==> src/csf_pkg.sv <==
// Constants, carriers and decode helpers for the CPU status flag block
package csf_pkg;

   // ----------------------------------------------------------------
   // Register map (byte addresses)
   // ----------------------------------------------------------------
   localparam int CSF_ADDR_W = 8;
   localparam logic [7:0] CSF_OFS_STATUS = 8'h40;
   localparam logic [7:0] CSF_OFS_CORE_CTRL = 8'h44;
   localparam logic [7:0] CSF_OFS_EVT_STAT = 8'h48;
   localparam logic [7:0] CSF_OFS_EVT_MASK = 8'h4C;

   // ----------------------------------------------------------------
   // Status word field positions
   // ----------------------------------------------------------------
   localparam int CSF_BIT_OVF_A = 15;
   localparam int CSF_BIT_OVF_B = 14;
   localparam int CSF_BIT_SAT_A = 13;
   localparam int CSF_BIT_SAT_B = 12;
   localparam int CSF_BIT_OVF_AB = 11;
   localparam int CSF_BIT_SAT_AB = 10;
   localparam int CSF_BIT_LOOP = 9;
   localparam int CSF_BIT_DC = 8;
   localparam int CSF_BIT_IPL_LO = 5;
   localparam int CSF_BIT_RA = 4;

   // ----------------------------------------------------------------
   // Core control word
   // ----------------------------------------------------------------
   localparam logic [15:0] CSF_CORE_RESET = 16'h0020;
   localparam logic [15:0] CSF_CORE_IMPL = 16'h1FFF;
   localparam int CSF_BIT_IPL_MSB = 3;

   // ----------------------------------------------------------------
   // Event bits, bus answers
   // ----------------------------------------------------------------
   localparam int CSF_EVT_N = 4;
   localparam int CSF_EVT_OVF_A = 0;
   localparam int CSF_EVT_OVF_B = 1;
   localparam int CSF_EVT_SAT_A = 2;
   localparam int CSF_EVT_SAT_B = 3;
   localparam logic [1:0] CSF_RESP_OKAY = 2'b00;
   localparam logic [1:0] CSF_RESP_SLVERR = 2'b10;

   // ----------------------------------------------------------------
   // Carriers
   // ----------------------------------------------------------------
   typedef struct packed {
      logic ovf_a;
      logic ovf_b;
      logic sat_a;
      logic sat_b;
   } csf_acc_type;

   typedef struct packed {
      logic valid;
      logic byte_op;
      logic [15:0] op_a;
      logic [15:0] op_b;
      logic carry_in;
      logic [4:0] flags;
   } csf_alu_type;

   typedef struct packed {
      logic fire;
      logic [7:0] addr;
      logic [31:0] data;
      logic [3:0] strb;
   } csf_wr_type;

   typedef struct packed {
      logic ovf_a;
      logic ovf_b;
      logic sat_a;
      logic sat_b;
      logic loop;
      logic dc;
      logic [2:0] ipl;
      logic [4:0] flags;
   } csf_sr_type;

   localparam csf_sr_type CSF_SR_RESET = '0;

   // ----------------------------------------------------------------
   // Helpers
   // ----------------------------------------------------------------
   function automatic logic csf_hit(input logic [7:0] addr,
                                    input logic [7:0] ofs);
      csf_hit = (addr[7:2] == ofs[7:2]);
   endfunction : csf_hit

   function automatic logic [15:0] csf_sr_pack(input csf_sr_type sr);
      csf_sr_pack = {sr.ovf_a, sr.ovf_b, sr.sat_a, sr.sat_b,
                     sr.ovf_a | sr.ovf_b, sr.sat_a | sr.sat_b,
                     sr.loop, sr.dc, sr.ipl, sr.flags};
   endfunction : csf_sr_pack

endpackage : csf_pkg

==> src/csf_axil_slave.sv <==
// AXI4-Lite slave front end: turns bus traffic into a write strobe and a read address
`timescale 1ns/10ps
module csf_axil_slave
   import csf_pkg::*;
(
   input wire logic i_clk,                  // Core clock
   input wire logic i_rst_n,                // Sync reset, active low
   input wire logic [7:0] i_s_axi_awaddr,   // Write address
   input wire logic i_s_axi_awvalid,        // Write address valid
   output logic o_s_axi_awready,            // Write address ready
   input wire logic [31:0] i_s_axi_wdata,   // Write data
   input wire logic [3:0] i_s_axi_wstrb,    // Write byte strobes
   input wire logic i_s_axi_wvalid,         // Write data valid
   output logic o_s_axi_wready,             // Write data ready
   output logic [1:0] o_s_axi_bresp,        // Write response
   output logic o_s_axi_bvalid,             // Write response valid
   input wire logic i_s_axi_bready,         // Write response ready
   input wire logic [7:0] i_s_axi_araddr,   // Read address
   input wire logic i_s_axi_arvalid,        // Read address valid
   output logic o_s_axi_arready,            // Read address ready
   output logic [31:0] o_s_axi_rdata,       // Read data
   output logic [1:0] o_s_axi_rresp,        // Read response
   output logic o_s_axi_rvalid,             // Read data valid
   input wire logic i_s_axi_rready,         // Read data ready
   output csf_wr_type o_wr,                 // Write strobe to registers
   input wire logic i_wr_ok,                // Write address is mapped
   output logic [7:0] o_rd_addr,            // Read address to decode
   input wire logic [31:0] i_rd_data,       // Decoded read data
   input wire logic i_rd_ok                 // Read address is mapped
);

   logic aw_held_reg, aw_held_next;
   logic w_held_reg, w_held_next;
   logic [7:0] awaddr_reg, awaddr_next;
   logic [31:0] wdata_reg, wdata_next;
   logic [3:0] wstrb_reg, wstrb_next;
   logic bvalid_reg, bvalid_next;
   logic [1:0] bresp_reg, bresp_next;
   logic rvalid_reg, rvalid_next;
   logic [31:0] rdata_reg, rdata_next;
   logic [1:0] rresp_reg, rresp_next;
   logic fire;

   assign o_s_axi_awready = !aw_held_reg;
   assign o_s_axi_wready = !w_held_reg;
   assign o_s_axi_arready = !rvalid_reg;
   // One write in flight: a new pair waits until the response is taken
   assign fire = aw_held_reg && w_held_reg && !bvalid_reg;
   assign o_wr = '{fire: fire, addr: awaddr_reg, data: wdata_reg,
                   strb: wstrb_reg};
   assign o_rd_addr = i_s_axi_araddr;
   assign o_s_axi_bvalid = bvalid_reg;
   assign o_s_axi_bresp = bresp_reg;
   assign o_s_axi_rvalid = rvalid_reg;
   assign o_s_axi_rdata = rdata_reg;
   assign o_s_axi_rresp = rresp_reg;

   always_comb begin
      aw_held_next = aw_held_reg;
      w_held_next = w_held_reg;
      awaddr_next = awaddr_reg;
      wdata_next = wdata_reg;
      wstrb_next = wstrb_reg;
      bvalid_next = bvalid_reg;
      bresp_next = bresp_reg;
      rvalid_next = rvalid_reg;
      rdata_next = rdata_reg;
      rresp_next = rresp_reg;
      if (i_s_axi_awvalid && !aw_held_reg) begin
         aw_held_next = 1'b1;
         awaddr_next = i_s_axi_awaddr;
      end
      if (i_s_axi_wvalid && !w_held_reg) begin
         w_held_next = 1'b1;
         wdata_next = i_s_axi_wdata;
         wstrb_next = i_s_axi_wstrb;
      end
      if (bvalid_reg && i_s_axi_bready) begin
         bvalid_next = 1'b0;
      end
      if (fire) begin
         aw_held_next = 1'b0;
         w_held_next = 1'b0;
         bvalid_next = 1'b1;
         bresp_next = i_wr_ok ? CSF_RESP_OKAY : CSF_RESP_SLVERR;
      end
      if (rvalid_reg && i_s_axi_rready) begin
         rvalid_next = 1'b0;
      end
      if (i_s_axi_arvalid && !rvalid_reg) begin
         rvalid_next = 1'b1;
         rdata_next = i_rd_data;
         rresp_next = i_rd_ok ? CSF_RESP_OKAY : CSF_RESP_SLVERR;
      end
   end

   always_ff @(posedge i_clk) begin
      if (!i_rst_n) begin
         aw_held_reg <= 1'b0;
         w_held_reg <= 1'b0;
         awaddr_reg <= 8'h00;
         wdata_reg <= 32'h0000_0000;
         wstrb_reg <= 4'h0;
         bvalid_reg <= 1'b0;
         bresp_reg <= CSF_RESP_OKAY;
         rvalid_reg <= 1'b0;
         rdata_reg <= 32'h0000_0000;
         rresp_reg <= CSF_RESP_OKAY;
      end else begin
         aw_held_reg <= aw_held_next;
         w_held_reg <= w_held_next;
         awaddr_reg <= awaddr_next;
         wdata_reg <= wdata_next;
         wstrb_reg <= wstrb_next;
         bvalid_reg <= bvalid_next;
         bresp_reg <= bresp_next;
         rvalid_reg <= rvalid_next;
         rdata_reg <= rdata_next;
         rresp_reg <= rresp_next;
      end
   end

endmodule : csf_axil_slave

==> src/csf_irq.sv <==
// Sticky event status, mask and interrupt output
`timescale 1ns/10ps
module csf_irq
   import csf_pkg::*;
#(
   parameter int N = CSF_EVT_N
)(
   input wire logic i_clk,              // Core clock
   input wire logic i_rst_n,            // Sync reset, active low
   input wire logic [N-1:0] i_evt,      // Event pulses
   input wire logic i_wr_stat,          // Write-one-to-clear strobe
   input wire logic i_wr_mask,          // Mask write strobe
   input wire logic [N-1:0] i_wdata,    // Write data
   output logic [N-1:0] o_stat,         // Sticky status
   output logic [N-1:0] o_mask,         // Enable mask
   output logic o_irq                   // Level interrupt
);

   logic [N-1:0] stat_reg, stat_next;
   logic [N-1:0] mask_reg, mask_next;

   // Set wins over a clear in the same cycle
   for (genvar g = 0; g < N; g++) begin : g_bit
      always_comb begin
         stat_next[g] = i_evt[g] ||
                        (stat_reg[g] && !(i_wr_stat && i_wdata[g]));
      end
   end

   always_comb begin
      mask_next = i_wr_mask ? i_wdata : mask_reg;
   end

   always_ff @(posedge i_clk) begin
      if (!i_rst_n) begin
         stat_reg <= '0;
         mask_reg <= '0;
      end else begin
         stat_reg <= stat_next;
         mask_reg <= mask_next;
      end
   end

   assign o_stat = stat_reg;
   assign o_mask = mask_reg;
   assign o_irq = |(stat_reg & mask_reg);

endmodule : csf_irq

==> src/csf_status_top.sv <==
// CPU status word and core control word with AXI4-Lite access
//
// Contract
// - Accumulator overflow flags: read-only, bits 15/14
// - Half carry from bit 3 or bit 7
// - Priority bits read-only while nesting disabled; core control bit 3 (priority level MSB) stays writable
// - Unimplemented bits read zero, ignore writes
//
// The AXI4-Lite slave port was left to the implementer.
`timescale 1ns/10ps
module csf_status_top
   import csf_pkg::*;
(
   input wire logic i_clk,                  // Core clock, 100 MHz
   input wire logic i_rst_n,                // Sync reset, active low
   input wire logic [7:0] i_s_axi_awaddr,   // Write address
   input wire logic i_s_axi_awvalid,        // Write address valid
   output logic o_s_axi_awready,            // Write address ready
   input wire logic [31:0] i_s_axi_wdata,   // Write data
   input wire logic [3:0] i_s_axi_wstrb,    // Write byte strobes
   input wire logic i_s_axi_wvalid,         // Write data valid
   output logic o_s_axi_wready,             // Write data ready
   output logic [1:0] o_s_axi_bresp,        // Write response
   output logic o_s_axi_bvalid,             // Write response valid
   input wire logic i_s_axi_bready,         // Write response ready
   input wire logic [7:0] i_s_axi_araddr,   // Read address
   input wire logic i_s_axi_arvalid,        // Read address valid
   output logic o_s_axi_arready,            // Read address ready
   output logic [31:0] o_s_axi_rdata,       // Read data
   output logic [1:0] o_s_axi_rresp,        // Read response
   output logic o_s_axi_rvalid,             // Read data valid
   input wire logic i_s_axi_rready,         // Read data ready
   input wire csf_acc_type i_acc,           // Accumulator status from core
   input wire logic i_loop_active,          // Loop in progress
   input wire csf_alu_type i_alu,           // ALU result update
   input wire logic i_nesting_disable,      // Nesting disable control
   input wire logic i_ipl_load,             // Core loads priority level
   input wire logic [2:0] i_ipl_value,      // Priority level to load
   output logic [15:0] o_cpu_status_word,   // Status word
   output logic [15:0] o_core_control_word, // Core control word
   output logic [3:0] o_cpu_priority_level, // Full priority level
   output logic o_irq                       // Event interrupt
);

   // ----------------------------------------------------------------
   // Bus front end
   // ----------------------------------------------------------------
   csf_wr_type wr;
   logic [7:0] rd_addr;
   logic [31:0] rd_data;
   logic rd_ok, wr_ok;

   csf_axil_slave u_bus (
      .i_clk           (i_clk),
      .i_rst_n         (i_rst_n),
      .i_s_axi_awaddr  (i_s_axi_awaddr),
      .i_s_axi_awvalid (i_s_axi_awvalid),
      .o_s_axi_awready (o_s_axi_awready),
      .i_s_axi_wdata   (i_s_axi_wdata),
      .i_s_axi_wstrb   (i_s_axi_wstrb),
      .i_s_axi_wvalid  (i_s_axi_wvalid),
      .o_s_axi_wready  (o_s_axi_wready),
      .o_s_axi_bresp   (o_s_axi_bresp),
      .o_s_axi_bvalid  (o_s_axi_bvalid),
      .i_s_axi_bready  (i_s_axi_bready),
      .i_s_axi_araddr  (i_s_axi_araddr),
      .i_s_axi_arvalid (i_s_axi_arvalid),
      .o_s_axi_arready (o_s_axi_arready),
      .o_s_axi_rdata   (o_s_axi_rdata),
      .o_s_axi_rresp   (o_s_axi_rresp),
      .o_s_axi_rvalid  (o_s_axi_rvalid),
      .i_s_axi_rready  (i_s_axi_rready),
      .o_wr            (wr),
      .i_wr_ok         (wr_ok),
      .o_rd_addr       (rd_addr),
      .i_rd_data       (rd_data),
      .i_rd_ok         (rd_ok)
   );

   // ----------------------------------------------------------------
   // Write decode
   // ----------------------------------------------------------------
   logic wr_sr, wr_core, wr_evt_stat, wr_evt_mask;
   logic [15:0] lane_mask;

   assign wr_sr = wr.fire && csf_hit(wr.addr, CSF_OFS_STATUS);
   assign wr_core = wr.fire && csf_hit(wr.addr, CSF_OFS_CORE_CTRL);
   assign wr_evt_stat = wr.fire && csf_hit(wr.addr, CSF_OFS_EVT_STAT);
   assign wr_evt_mask = wr.fire && csf_hit(wr.addr, CSF_OFS_EVT_MASK);
   assign wr_ok = csf_hit(wr.addr, CSF_OFS_STATUS) ||
                  csf_hit(wr.addr, CSF_OFS_CORE_CTRL) ||
                  csf_hit(wr.addr, CSF_OFS_EVT_STAT) ||
                  csf_hit(wr.addr, CSF_OFS_EVT_MASK);
   assign lane_mask = {{8{wr.strb[1]}}, {8{wr.strb[0]}}};

   // ----------------------------------------------------------------
   // Half carry
   // ----------------------------------------------------------------
   logic [4:0] nib_sum;
   logic [8:0] byte_sum;
   logic half_carry;

   always_comb begin
      nib_sum = {1'b0, i_alu.op_a[3:0]} + {1'b0, i_alu.op_b[3:0]} +
                {4'h0, i_alu.carry_in};
      byte_sum = {1'b0, i_alu.op_a[7:0]} + {1'b0, i_alu.op_b[7:0]} +
                 {8'h00, i_alu.carry_in};
      half_carry = i_alu.byte_op ? nib_sum[4] : byte_sum[8];
   end

   // ----------------------------------------------------------------
   // Status word
   // ----------------------------------------------------------------
   csf_sr_type sr_reg, sr_next;
   logic sat_clr_a, sat_clr_b;

   always_comb begin
      sr_next = sr_reg;
      sat_clr_a = 1'b0;
      sat_clr_b = 1'b0;
      // Overflow and loop flags mirror the core; software cannot write
      sr_next.ovf_a = i_acc.ovf_a;
      sr_next.ovf_b = i_acc.ovf_b;
      sr_next.loop = i_loop_active;
      if (wr_sr && wr.strb[1]) begin
         // Writing zero clears; a one never sets
         sat_clr_a = !wr.data[CSF_BIT_SAT_A] ||
                     !wr.data[CSF_BIT_SAT_AB];
         sat_clr_b = !wr.data[CSF_BIT_SAT_B] ||
                     !wr.data[CSF_BIT_SAT_AB];
         sr_next.dc = wr.data[CSF_BIT_DC];
      end
      if (wr_sr && wr.strb[0]) begin
         if (!i_nesting_disable) begin
            sr_next.ipl = wr.data[7:5];
         end
         sr_next.flags[3:0] = wr.data[3:0];
      end
      // Saturation set beats a software clear in the same cycle
      sr_next.sat_a = i_acc.sat_a || (sr_reg.sat_a && !sat_clr_a);
      sr_next.sat_b = i_acc.sat_b || (sr_reg.sat_b && !sat_clr_b);
      // Core updates win over a simultaneous bus write
      if (i_ipl_load) begin
         sr_next.ipl = i_ipl_value;
      end
      if (i_alu.valid) begin
         sr_next.dc = half_carry;
         sr_next.flags = i_alu.flags;
      end
   end

   always_ff @(posedge i_clk) begin
      if (!i_rst_n) begin
         sr_reg <= CSF_SR_RESET;
      end else begin
         sr_reg <= sr_next;
      end
   end

   // ----------------------------------------------------------------
   // Core control word
   // ----------------------------------------------------------------
   logic [15:0] core_reg, core_next;

   always_comb begin
      core_next = core_reg;
      if (wr_core) begin
         core_next = ((wr.data[15:0] & lane_mask) |
                      (core_reg & ~lane_mask)) & CSF_CORE_IMPL;
      end
   end

   always_ff @(posedge i_clk) begin
      if (!i_rst_n) begin
         core_reg <= CSF_CORE_RESET;
      end else begin
         core_reg <= core_next;
      end
   end

   // ----------------------------------------------------------------
   // Events and interrupt
   // ----------------------------------------------------------------
   logic [CSF_EVT_N-1:0] evt, evt_stat, evt_mask;

   always_comb begin
      evt = '0;
      evt[CSF_EVT_OVF_A] = i_acc.ovf_a && !sr_reg.ovf_a;
      evt[CSF_EVT_OVF_B] = i_acc.ovf_b && !sr_reg.ovf_b;
      evt[CSF_EVT_SAT_A] = i_acc.sat_a && !sr_reg.sat_a;
      evt[CSF_EVT_SAT_B] = i_acc.sat_b && !sr_reg.sat_b;
   end

   csf_irq #(
      .N (CSF_EVT_N)
   ) u_irq (
      .i_clk     (i_clk),
      .i_rst_n   (i_rst_n),
      .i_evt     (evt),
      .i_wr_stat (wr_evt_stat && wr.strb[0]),
      .i_wr_mask (wr_evt_mask && wr.strb[0]),
      .i_wdata   (wr.data[CSF_EVT_N-1:0]),
      .o_stat    (evt_stat),
      .o_mask    (evt_mask),
      .o_irq     (o_irq)
   );

   // ----------------------------------------------------------------
   // Read decode
   // ----------------------------------------------------------------
   always_comb begin
      rd_data = 32'h0000_0000;
      rd_ok = 1'b1;
      if (csf_hit(rd_addr, CSF_OFS_STATUS)) begin
         rd_data = {16'h0000, csf_sr_pack(sr_reg)};
      end else if (csf_hit(rd_addr, CSF_OFS_CORE_CTRL)) begin
         rd_data = {16'h0000, core_reg & CSF_CORE_IMPL};
      end else if (csf_hit(rd_addr, CSF_OFS_EVT_STAT)) begin
         rd_data = {28'h000_0000, evt_stat};
      end else if (csf_hit(rd_addr, CSF_OFS_EVT_MASK)) begin
         rd_data = {28'h000_0000, evt_mask};
      end else begin
         rd_ok = 1'b0;
      end
   end

   assign o_cpu_status_word = csf_sr_pack(sr_reg);
   assign o_core_control_word = core_reg;
   assign o_cpu_priority_level = {core_reg[CSF_BIT_IPL_MSB], sr_reg.ipl};
endmodule : csf_status_top

==> config.mk <==
export PLATFORM = sky130hd
export DESIGN_NAME = csf_status_top
export DESIGN_NICKNAME = d
export VERILOG_FILES = /design/src/csf_pkg.sv /design/src/csf_axil_slave.sv /design/src/csf_irq.sv /design/src/csf_status_top.sv
export SDC_FILE = /design/constraint.sdc
export NUM_CORES = 1
export LEC_CHECK = 0
export ABC_AREA = 1
export BUFFER_PORTS_ARGS = -buffer_cell sky130_fd_sc_hd__buf_2
export CORE_MARGIN = 3
export CORE_UTILIZATION = 46
export DETAILED_ROUTE_END_ITERATION = 8
export PLACE_DENSITY = 0.78
export SKIP_LAST_GASP = 1
export SYNTH_ARGS = -nofsm -noshare
export SYNTH_HDL_FRONTEND = slang
export SYNTH_SLANG_ARGS = --single-unit
export TNS_END_PERCENT = 5
==> constraint.sdc <==
create_clock -name i_clk -period 1.4 [get_ports i_clk]
set_clock_uncertainty 0.05 [all_clocks]
set_input_delay 0.14 -clock i_clk [delete_from_list [all_inputs] [get_ports i_clk]]
set_output_delay 0.14 -clock i_clk [all_outputs]
set_load 0.01 [all_outputs]
======== After elaboration in Yosys (flattened, before gate mapping) ========
Cells that the tools add are included.
Widths: inputs -> output; s select.
word-level totals
  output and inout port bits .............. 78
  word-level logic and storage cells ...... 132
  memory bits (writable) .................. 0
  memories kept ........................... 0
  register bits ........................... 99
  memory bits (read-only) ................. 0
  input port bits ......................... 109
  bits in latches ......................... 0
operators by class
  divide/modulo/power cells ............... 0
  mux-type cells .......................... 24
  bitwise gates (word level) .............. 8
  magnitude comparators ................... 0
  reductions and logical operators ........ 65
  multiply operators ...................... 0
  add/sub/neg operators ................... 4
  shift-type cells ........................ 0
  equality and inequality tests ........... 9
operators with widths
  operator            number
  $eq 6x5->1 const B  8
  $logic_and 1x1->1   29
  $and 13x13->13      2
  $logic_not 1->1     17
  $mux 16             1
  $mux 4              4
  $mux 1              13
  $mux 13             1
  $not 13->13         1
  $or 13x13->13       1
  $logic_or 1x1->1    11
  $reduce_bool 2->1   5
  $add 8x8->9         1
  $add 9x1->9         1
  $mux 3              3
  $add 4x4->5         1
  $add 5x1->5         1
  $and 4x4->4         1
  $mux 2              2
  $reduce_or 4->1     1
  $ne 2x1->1 const B  1
  $or 1x1->1          2
  $reduce_and 2->1    1
  $reduce_or 2->1     1
  $not 1->1           1

======== Logic depth before layout (Yosys ltp) ========
Gate-level depths: netlist of the first run.
  depth in word-level cells ............... 8
  depth in mapped cells ................... 9
  depth with buffers taken out ............ 9

======== Hierarchy ========
Synthesis of the first run repeated with hierarchy kept, for this count alone.
unflattened totals
  cell total of the unflattened synthesis .. 692
  area, all modules ....................... 5210.0 um^2
by module, submodules not included
  module          cells an instance  times used  sequential area each (um^2)  area an instance (um^2)
  csf_axil_slave  373                1           1641.6                       3090.5
  csf_status_top  276                1           540.5                        1815.5
  csf_irq         43                 1           160.2                        304.0

======== Worst setup path after synthesis of the first run ========
No wires, ideal clock.
  path kind ............................... reg2reg
  start point ............................. register u_bus.bvalid_reg, in the netlist u_bus.o_s_axi_bvalid
  end point ............................... register with a tool-made name
  data arrival time ....................... 1.128 ns
  cell stages (with the launch flop) ...... 8
  clock period less this slack ............ 1.293 ns
  buffers on the path ..................... 1
  library setup time ...................... 0.116 ns
  required time ........................... 1.234 ns
  slack ................................... 0.107 ns
  cell sequence ........................... dfxtp_1 -> nand3b_4 -> nor2_4 -> nand2_4 -> nor2_8 -> buf_6 -> o21ai_0 -> nor2_1
RTL lines
  item                    RTL line               source
  from (decl)             csf_axil_slave.sv:37   logic bvalid_reg, bvalid_next;
  from (signal assigned)  csf_axil_slave.sv:115  bvalid_reg <= bvalid_next;

==> key figures, run 1 <==
Status
  – Run status: completed

Placement
  – Weighted congestion reported at the end of routability-driven placement: 0.8811
  – Count of input and output buffers: 125
  – Detail Placement HPWL: 7682 µm

Critical path
  – Top Family by Delay on Critical Path: simple AND/OR/NAND/NOR gates
  – Worst R2R Setup Slack: 30 ps
  – CP Max Fanout: 8
  – Buf/Inv on CP: 1
  – Series of cell instances along the critical path: nand3b_4, nor2_4, nand2_4, nor2_8, buf_12, o21ai_0, a21oi_1
  – Max incr delay on CP: 360 ps
  – Kind of end point of the critical path: flip-flop
  – Crit path launch type: flip-flop
  – Highest-delay cell along the critical path: sky130_fd_sc_hd__dfxtp_4
  – Data required time of the worst path: 1630 ps
  – Critical Setup Path Class: flip-flop to flip-flop
  – Signal arrival time at the worst endpoint: 1600 ps

Clock tree
  – Number of H-tree levels: 3
  – CTS buffer count: 9
  – Clock slew at the register clock pins of the worst setup and hold paths: 80 ps
  – Clock tree buffer depth: 2
  – Clock tree from TritonCTS: built
  – Clock net sink count: 79
  – Library cell used as clock root buffer: sky130_fd_sc_hd__clkbuf_8
  – Clock network latency to the later pin of the worst-skew pair: 340 ps

Flow run
  – Max-cap violations: 0

Synth
  – XOR/XNOR Fraction of Synth Area: 0%
  – Number of flip-flops and latches in the synthesized netlist: 79
  – Share of synthesized area occupied by flip-flops and latches: 42.11%
  – Main combinational cell family by area after synthesis: simple AND/OR/NAND/NOR gates
  – Adder-cell share of the synthesized area: 2.665%
  – Count of mapped cells out of synthesis: 509
  – Simple-gate share of the synthesized area: 25.18%
  – Warning count from the yosys run: 0
  – Mapped Area: 0.003756 mm²
  – Count of distinct cell types in the synthesized netlist: 33
  – Multiplexer share of the synthesized area: 0%
  – Synth Area in Compound Gates: 17.02%
  – Avg Synthesized Cell Area: 7.379 µm²

STA
  – Peak clock frequency supported by timing: 727.8 MHz
  – Share of the cycle needed by the critical path after routing: 98.14%
  – Smallest hold slack: 16.91 ps
  – Minimum period implied by the final worst setup slack: 1374 ps
  – Setup repair after global routing missed its margin: true
  – Endpoints failing setup: 0
  – Endpoints failing hold: 0
  – Number of pins exceeding their max-slew limit in the final report: 0

Floorplan
  – Starting Density: 48.11%
  – Die Wd: 96.36 µm
  – Number of top-level design ports: 187
  – Number of placement rows: 32
  – Die boundary height: 96.36 µm
  – Die ar.: 0.009285 mm²
  – Core footprint: 0.007807 mm²

Global routing
  – Global-route total usage across every layer: 21.48%
  – Largest net degree at the start of global routing: 38
  – First-pass GRT wire length: 15580 µm
  – Vias in the first global route: 3451
  – Number of antenna violations at the first check in global routing: 0
  – Overflow left after global routing: 0

Detailed routing
  – Antenna violation net count after detailed routing: 0
  – Vias post-DR: 3883
  – Via/cell ratio: 5.036
  – Detailed-route DRC error count: 0
  – Post-detailed-routing wire length: 10160 µm
  – First-pass iteration count of the detailed router: 5
  – Iteration-0 DRC count of the detailed router: 229
  – Average wire length per cell after detail routing: 13.17 µm

Final layout
  – Count of antenna diodes in the layout: 0
  – Fillers: 690
  – Final core utilization: 63.56%
  – Fraction of layout cells with a size suffix above 1: 28.55%
  – Area Growth Syn to Fin: 32.11%
  – Post-layout nets: 781

Power
  – Largest voltage drop on the vdd net: 582.9 µV
  – Pwr dens: 1062 mW/mm²
  – Static Leak: 2.503 nW

Worst hold path
  – Type of the worst min-delay path: primary input to flip-flop
==> path summary, 6_finish.rpt <==
check	start	endpoint	cells past startpoint
hold reg to reg	u_bus.o_s_axi_rdata[3]	u_bus.o_s_axi_rdata[3]	2
hold / removal	i_s_axi_wvalid	u_bus.w_held_reg	3
setup / recovery	u_bus.o_s_axi_bvalid	flip-flop	7
setup reg to reg	u_bus.o_s_axi_bvalid	flip-flop	7
==> layout by cell type (no fill, tap or decap) <==
cell,n
sky130_fd_sc_hd__nand2_2,2
sky130_fd_sc_hd__nand2_4,1
sky130_fd_sc_hd__dlygate4sd3_1,18
sky130_fd_sc_hd__nand3b_4,1
sky130_fd_sc_hd__bufinv_16,3
sky130_fd_sc_hd__o21a_1,1
sky130_fd_sc_hd__nor2_2,3
sky130_fd_sc_hd__nor2_4,7
sky130_fd_sc_hd__nand4_1,9
sky130_fd_sc_hd__buf_12,2
sky130_fd_sc_hd__dfxtp_2,3
sky130_fd_sc_hd__o211ai_1,8
sky130_fd_sc_hd__nand2_1,70
sky130_fd_sc_hd__o21ai_2,1
sky130_fd_sc_hd__inv_2,3
sky130_fd_sc_hd__o21bai_1,2
sky130_fd_sc_hd__clkbuf_1,1
sky130_fd_sc_hd__nor2_8,1
sky130_fd_sc_hd__ha_1,8
sky130_fd_sc_hd__clkinv_1,2
sky130_fd_sc_hd__o2111ai_1,1
sky130_fd_sc_hd__a21oi_1,47
sky130_fd_sc_hd__a21oi_2,1
sky130_fd_sc_hd__buf_4,21
sky130_fd_sc_hd__nor2_1,64
sky130_fd_sc_hd__nand3b_1,1
sky130_fd_sc_hd__o21ai_0,49
sky130_fd_sc_hd__dfxtp_1,75
sky130_fd_sc_hd__conb_1,21
sky130_fd_sc_hd__inv_1,52
sky130_fd_sc_hd__o21ai_1,10
sky130_fd_sc_hd__buf_2,125
sky130_fd_sc_hd__dfxtp_4,1
sky130_fd_sc_hd__nand3_2,3
sky130_fd_sc_hd__clkinvlp_4,2
sky130_fd_sc_hd__clkbuf_8,10
sky130_fd_sc_hd__nand3_1,39
sky130_fd_sc_hd__nor3_2,1
==> per-layer routing <==
layer | GRT usage, % | share of wire [%] | vias up
li1 | - | - | 1933
met4 | 8.995 | 2.0 | 0
met3 | 3.127 | 6.3 | 18
met1 | 27.07 | 43 | 1784
met2 | 36.57 | 49 | 148
met5 | 0 | 0 | -
==> cell families (layout without fill, tap and decap cells) <==
family,count (synthesis),in the layout
fa+ha+maj,8,8
simple gates,202,202
other cells,1,21
compound gates,120,120
flops,79,79
buf+inv,99,239
==> Yosys cell counts <==
cell | n | area [µm²]
sky130_fd_sc_hd__o21ai_2 | 1 | 8.760
sky130_fd_sc_hd__nand2_4 | 1 | 11.26
sky130_fd_sc_hd__nand4_1 | 9 | 56.30
sky130_fd_sc_hd__nor2_8 | 1 | 20.02
sky130_fd_sc_hd__nor2_1 | 66 | 247.7
sky130_fd_sc_hd__o2111ai_1 | 1 | 8.760
sky130_fd_sc_hd__buf_4 | 25 | 187.7
sky130_fd_sc_hd__dfxtp_1 | 79 | 1582
sky130_fd_sc_hd__buf_2 | 4 | 20.02
sky130_fd_sc_hd__ha_1 | 8 | 100.1
sky130_fd_sc_hd__o211ai_1 | 8 | 60.06
sky130_fd_sc_hd__conb_1 | 1 | 3.750
sky130_fd_sc_hd__nand3b_1 | 1 | 7.510
sky130_fd_sc_hd__nand2_2 | 1 | 6.260
sky130_fd_sc_hd__nand2_1 | 71 | 266.5
sky130_fd_sc_hd__nor3_2 | 1 | 10.01
sky130_fd_sc_hd__buf_6 | 2 | 22.52
sky130_fd_sc_hd__nor2_2 | 3 | 18.77
sky130_fd_sc_hd__clkbuf_1 | 9 | 33.78
sky130_fd_sc_hd__inv_2 | 1 | 3.750
sky130_fd_sc_hd__inv_1 | 54 | 202.7
sky130_fd_sc_hd__o21bai_1 | 2 | 15.01
sky130_fd_sc_hd__a21oi_2 | 1 | 8.760
sky130_fd_sc_hd__o21a_1 | 1 | 7.510
sky130_fd_sc_hd__nand3_1 | 39 | 195.2
sky130_fd_sc_hd__clkinv_1 | 2 | 7.510
sky130_fd_sc_hd__buf_1 | 2 | 7.510
sky130_fd_sc_hd__o21ai_1 | 4 | 20.02
sky130_fd_sc_hd__nor2_4 | 5 | 56.30
sky130_fd_sc_hd__nand3_2 | 3 | 30.03
sky130_fd_sc_hd__o21ai_0 | 55 | 275.3
sky130_fd_sc_hd__nand3b_4 | 1 | 20.02
sky130_fd_sc_hd__a21oi_1 | 47 | 235.2
==> worst min-delay path, cell delays in order <==
cell and delay (ps):
sky130_fd_sc_hd__buf_2 100, sky130_fd_sc_hd__inv_1 60, sky130_fd_sc_hd__a21oi_1 70
==> timing repair <==
item / 4_1_cts / 5_1_grt
setup endpoints to repair: 8 / 31
pin swaps: 4 / 6
hold buffers: 18 / 0
hold endpoints to repair: 19 / 0
setup buffers: 0 / 6
resized for setup: 8 / 10
==> where the power goes <==
group	internal [mW]	switching (mW)
sequential	2.37	0.0922
clock	1.23	0.821
combinational	0.317	0.435
==> per-stage QoR <==
stage          instance area (µm²)  std cells  power (mW)  setup TNS, ps  setup slack, ps
2_1_floorplan                 3831        529       2.951              0            106.7
3_3_place_gp                  4466        731       3.178              0            35.37
3_5_place_dp                  4466        731       3.204         -21.06           -21.06
4_1_cts                       4902        765       5.290         -53.70           -18.41
5_1_grt                       4962        771       5.501          -1054           -85.42
6_report                      4962        771       5.271              0            26.09
==> final cells by class <==
cell class	instances	area [µm²]	area share [%]
multi-input combinational	351	1782	35.91
sequential	79	1589	32.02
timing repair buffer	166	1003	20.22
inverter	57	214.0	4.312
clock buffer	11	141.4	2.849
tap	102	127.6	2.572
clock inverter	5	105.1	2.118
(Power assumes the default switching activity.)
==> run 2: changes to the inputs <==
--- a/config.mk
+++ b/config.mk
@@ -7,10 +7,10 @@
 export LEC_CHECK = 0
 export ABC_AREA = 1
 export BUFFER_PORTS_ARGS = -buffer_cell sky130_fd_sc_hd__buf_2
-export CORE_MARGIN = 3
-export CORE_UTILIZATION = 46
+export CORE_MARGIN = 4
+export CORE_UTILIZATION = 42
 export DETAILED_ROUTE_END_ITERATION = 8
-export PLACE_DENSITY = 0.78
+export PLACE_DENSITY = 0.75
 export SKIP_LAST_GASP = 1
 export SYNTH_ARGS = -nofsm -noshare
 export SYNTH_HDL_FRONTEND = slang
==> constraint.sdc (replaced) <==
create_clock -name i_clk -period 1.2 [get_ports i_clk]
set_clock_uncertainty 0.05 [all_clocks]
set_input_delay 0.12 -clock i_clk [delete_from_list [all_inputs] [get_ports i_clk]]
set_output_delay 0.12 -clock i_clk [all_outputs]
set_load 0.01 [all_outputs]
==> key figures, run 2 (synthesized netlist as in run 1, its figures left out) <==
Clock tree
  – Clock tree buffer depth: 2 (unchanged)
  – Number of H-tree levels: 3 (unchanged)
  – Clock tree from TritonCTS: built (unchanged)
  – CTS buffer count: 9 (unchanged)
  – Clock net sink count: 79 (unchanged)
  – Library cell used as clock root buffer: sky130_fd_sc_hd__clkbuf_8 (unchanged)
  – Clock network latency to the later pin of the worst-skew pair: 360 ps (was 340 ps)
  – Clock slew at the register clock pins of the worst setup and hold paths: 80 ps (about the same)

STA
  – Aggregate negative setup slack: -4116 ps (was 0 ps)
  – Smallest hold slack: 13.02 ps (was 16.91 ps)
  – Minimum period implied by the final worst setup slack: 1379 ps
  – Peak clock frequency supported by timing: 725.4 MHz
  – Endpoints failing hold: 0 (unchanged)
  – Endpoints failing setup: 45 (was 0)
  – Number of pins exceeding their max-slew limit in the final report: 0 (unchanged)
  – Share of the cycle needed by the critical path after routing: 114.9%
  – Setup repair after global routing missed its margin: true (unchanged)
  – Final setup slack of the worst path: -178.6 ps (was 26.09 ps)

Status
  – Run status: complete, but fails checks (was completed)
  – Violations in the final reports: negative setup slack

Global routing
  – Global-route total usage across every layer: 20.87% (was 21.48%)
  – Overflow left after global routing: 0 (unchanged)
  – Met1 Track Usage GR: 24.74% (was 27.07%)
  – Met2 track demand over resource: 37.14% (was 36.57%)
  – Grt peak-use layer: met2 (unchanged)
  – First-pass GRT wire length: 17380 µm (was 15580 µm)
  – Largest net degree at the start of global routing: 24 (was 38)
  – Vias in the first global route: 3760 (was 3451)
  – Number of antenna violations at the first check in global routing: 0 (unchanged)
  – Grt met3 use: 4.736% (was 3.127%)

Placement
  – Number of cells in the design after placement: 755 (was 731)
  – Detail Placement HPWL: 8214 µm (was 7682 µm)
  – Post-place setup slack: -196.2 ps (was -21.06 ps)
  – Weighted congestion reported at the end of routability-driven placement: 0.9010 (was 0.8811)
  – Count of input and output buffers: 125 (unchanged)

Power
  – Static Leak: 2.613 nW (was 2.503 nW)
  – Largest voltage drop on the vdd net: 771.6 µV (was 582.9 µV)
  – Total Power Consumption: 6.265 mW (was 5.271 mW)
  – Pwr dens: 1216 mW/mm² (was 1062 mW/mm²)

Final layout
  – Highest-count cells in the layout ignoring fill and taps: sky130_fd_sc_hd__buf_2 (125), sky130_fd_sc_hd__dfxtp_1 (73), sky130_fd_sc_hd__nand2_1 (71) (was sky130_fd_sc_hd__buf_2 (125), sky130_fd_sc_hd__dfxtp_1 (75), sky130_fd_sc_hd__nand2_1 (70))
  – Fillers: 784 (was 690)
  – Count of antenna diodes in the layout: 0 (unchanged)
  – Layout Cells excl Fill: 798 (was 771)
  – Area Growth Syn to Fin: 37.14% (was 32.11%)
  – Fraction of layout cells with a size suffix above 1: 30.29% (was 28.55%)
  – Most common cell after layout, fill and taps aside: sky130_fd_sc_hd__buf_2 (unchanged)
  – Post-layout nets: 802 (was 781)

Floorplan
  – Core footprint: 0.008721 mm² (was 0.007807 mm²)
  – Die ar.: 0.01052 mm² (was 0.009285 mm²)
  – Die Wd: 102.6 µm (was 96.36 µm)
  – Number of top-level design ports: 187 (unchanged)
  – Number of placement rows: 34 (was 32)
  – Die boundary height: 102.6 µm (was 96.36 µm)
  – Starting Density: 43.07% (was 48.11%)

Detailed routing
  – Vias post-DR: 3930 (was 3883)
  – Average wire length per cell after detail routing: 13.50 µm (was 13.17 µm)
  – Detailed-route DRC error count: 0 (unchanged)
  – Antenna violation net count after detailed routing: 0 (unchanged)
  – Iteration-0 DRC count of the detailed router: 201 (was 229)
  – First-pass iteration count of the detailed router: 4 (was 5)
  – Post-detailed-routing wire length: 10770 µm (was 10160 µm)
  – Via/cell ratio: 4.925 (was 5.036)

Flow run
  – Max-cap violations: 0 (unchanged)

Critical path
  – Critical Setup Path Class: flip-flop to primary output (was flip-flop to flip-flop)
  – Max incr delay on CP: 350 ps (was 360 ps)
  – Kind of end point of the critical path: primary output (was flip-flop)
  – Highest-delay cell along the critical path: sky130_fd_sc_hd__dfxtp_1 (was sky130_fd_sc_hd__dfxtp_4)
  – Crit path launch type: flip-flop (unchanged)
  – Data required time of the worst path: 1030 ps (was 1630 ps)
  – CP Max Fanout: 2 (was 8)
  – Series of cell instances along the critical path: inv_1, o2111ai_1, buf_2 (was nand3b_4, nor2_4, nand2_4, nor2_8, buf_12, o21ai_0, a21oi_1)
  – Signal arrival time at the worst endpoint: 1210 ps (was 1600 ps)

Worst hold path
  – Type of the worst min-delay path: primary input to flip-flop (unchanged)
## run 2: power by group
group          leakage (nW)  switching, mW  internal [mW]
sequential            0.651          0.104           2.77
clock                 0.122           1.00           1.43
combinational          1.84          0.532          0.428
## run 2: path summary, 6_finish.rpt
| kind | from | end | slack (ps) | cells after the start |
|---|---|---|---|---|
| max | u_irq.o_mask[2] | o_irq | -180 | 3 |
| min | i_s_axi_wdata[0] | u_bus.wdata_reg[0] | 10 | 3 |
| max reg2reg | u_bus.w_held_reg | u_bus.wstrb_reg[0] | -160 | 5 |
| min reg2reg | u_bus.o_s_axi_rdata[3] | u_bus.o_s_axi_rdata[3] | 420 | 2 |
## run 2: worst max-delay path: cells and delay by family, from the launching register on
kind | cells | cell delay [ps]
compound gates | 1 | 250
flops | 1 | 350
buf+inv | 2 | 250
## run 2: cell type report
class,instances,area (µm²),share of cell area [%]
multi-input combinational,351,1784,34.64
timing repair buffer,187,1184,22.98
tap,108,135.1,2.623
sequential,79,1589,30.85
inverter,57,214.0,4.154
clock inverter,6,107.6,2.089
clock buffer,10,137.6,2.672
## run 2: repair_timing
action | in CTS | in global routing
endpoints found under the setup margin | 51 | 69
hold endpoints to repair | 26 | 0
pin swaps | 7 | 9
resized for setup | 8 | 9
hold buffers | 24 | 0
setup buffers | 1 | 2
## run 2: stage by stage
stage | instance area (µm²) | utilization (%)
CTS | 5121 | 58.72
finish | 5151 | 59.07
floorplan | 3835 | -
global route | 5151 | 59.07
detailed placement | 4609 | 52.86
global placement | 4609 | 52.86
## run 2: layer usage
| layer | vias up | part of all wire (%) |
|---|---|---|
| met2 | 143 | 50 |
| met1 | 1794 | 41 |
| li1 | 1975 | - |
| met3 | 18 | 7.6 |
| met5 | - | 0 |
| met4 | 0 | 1.9 |
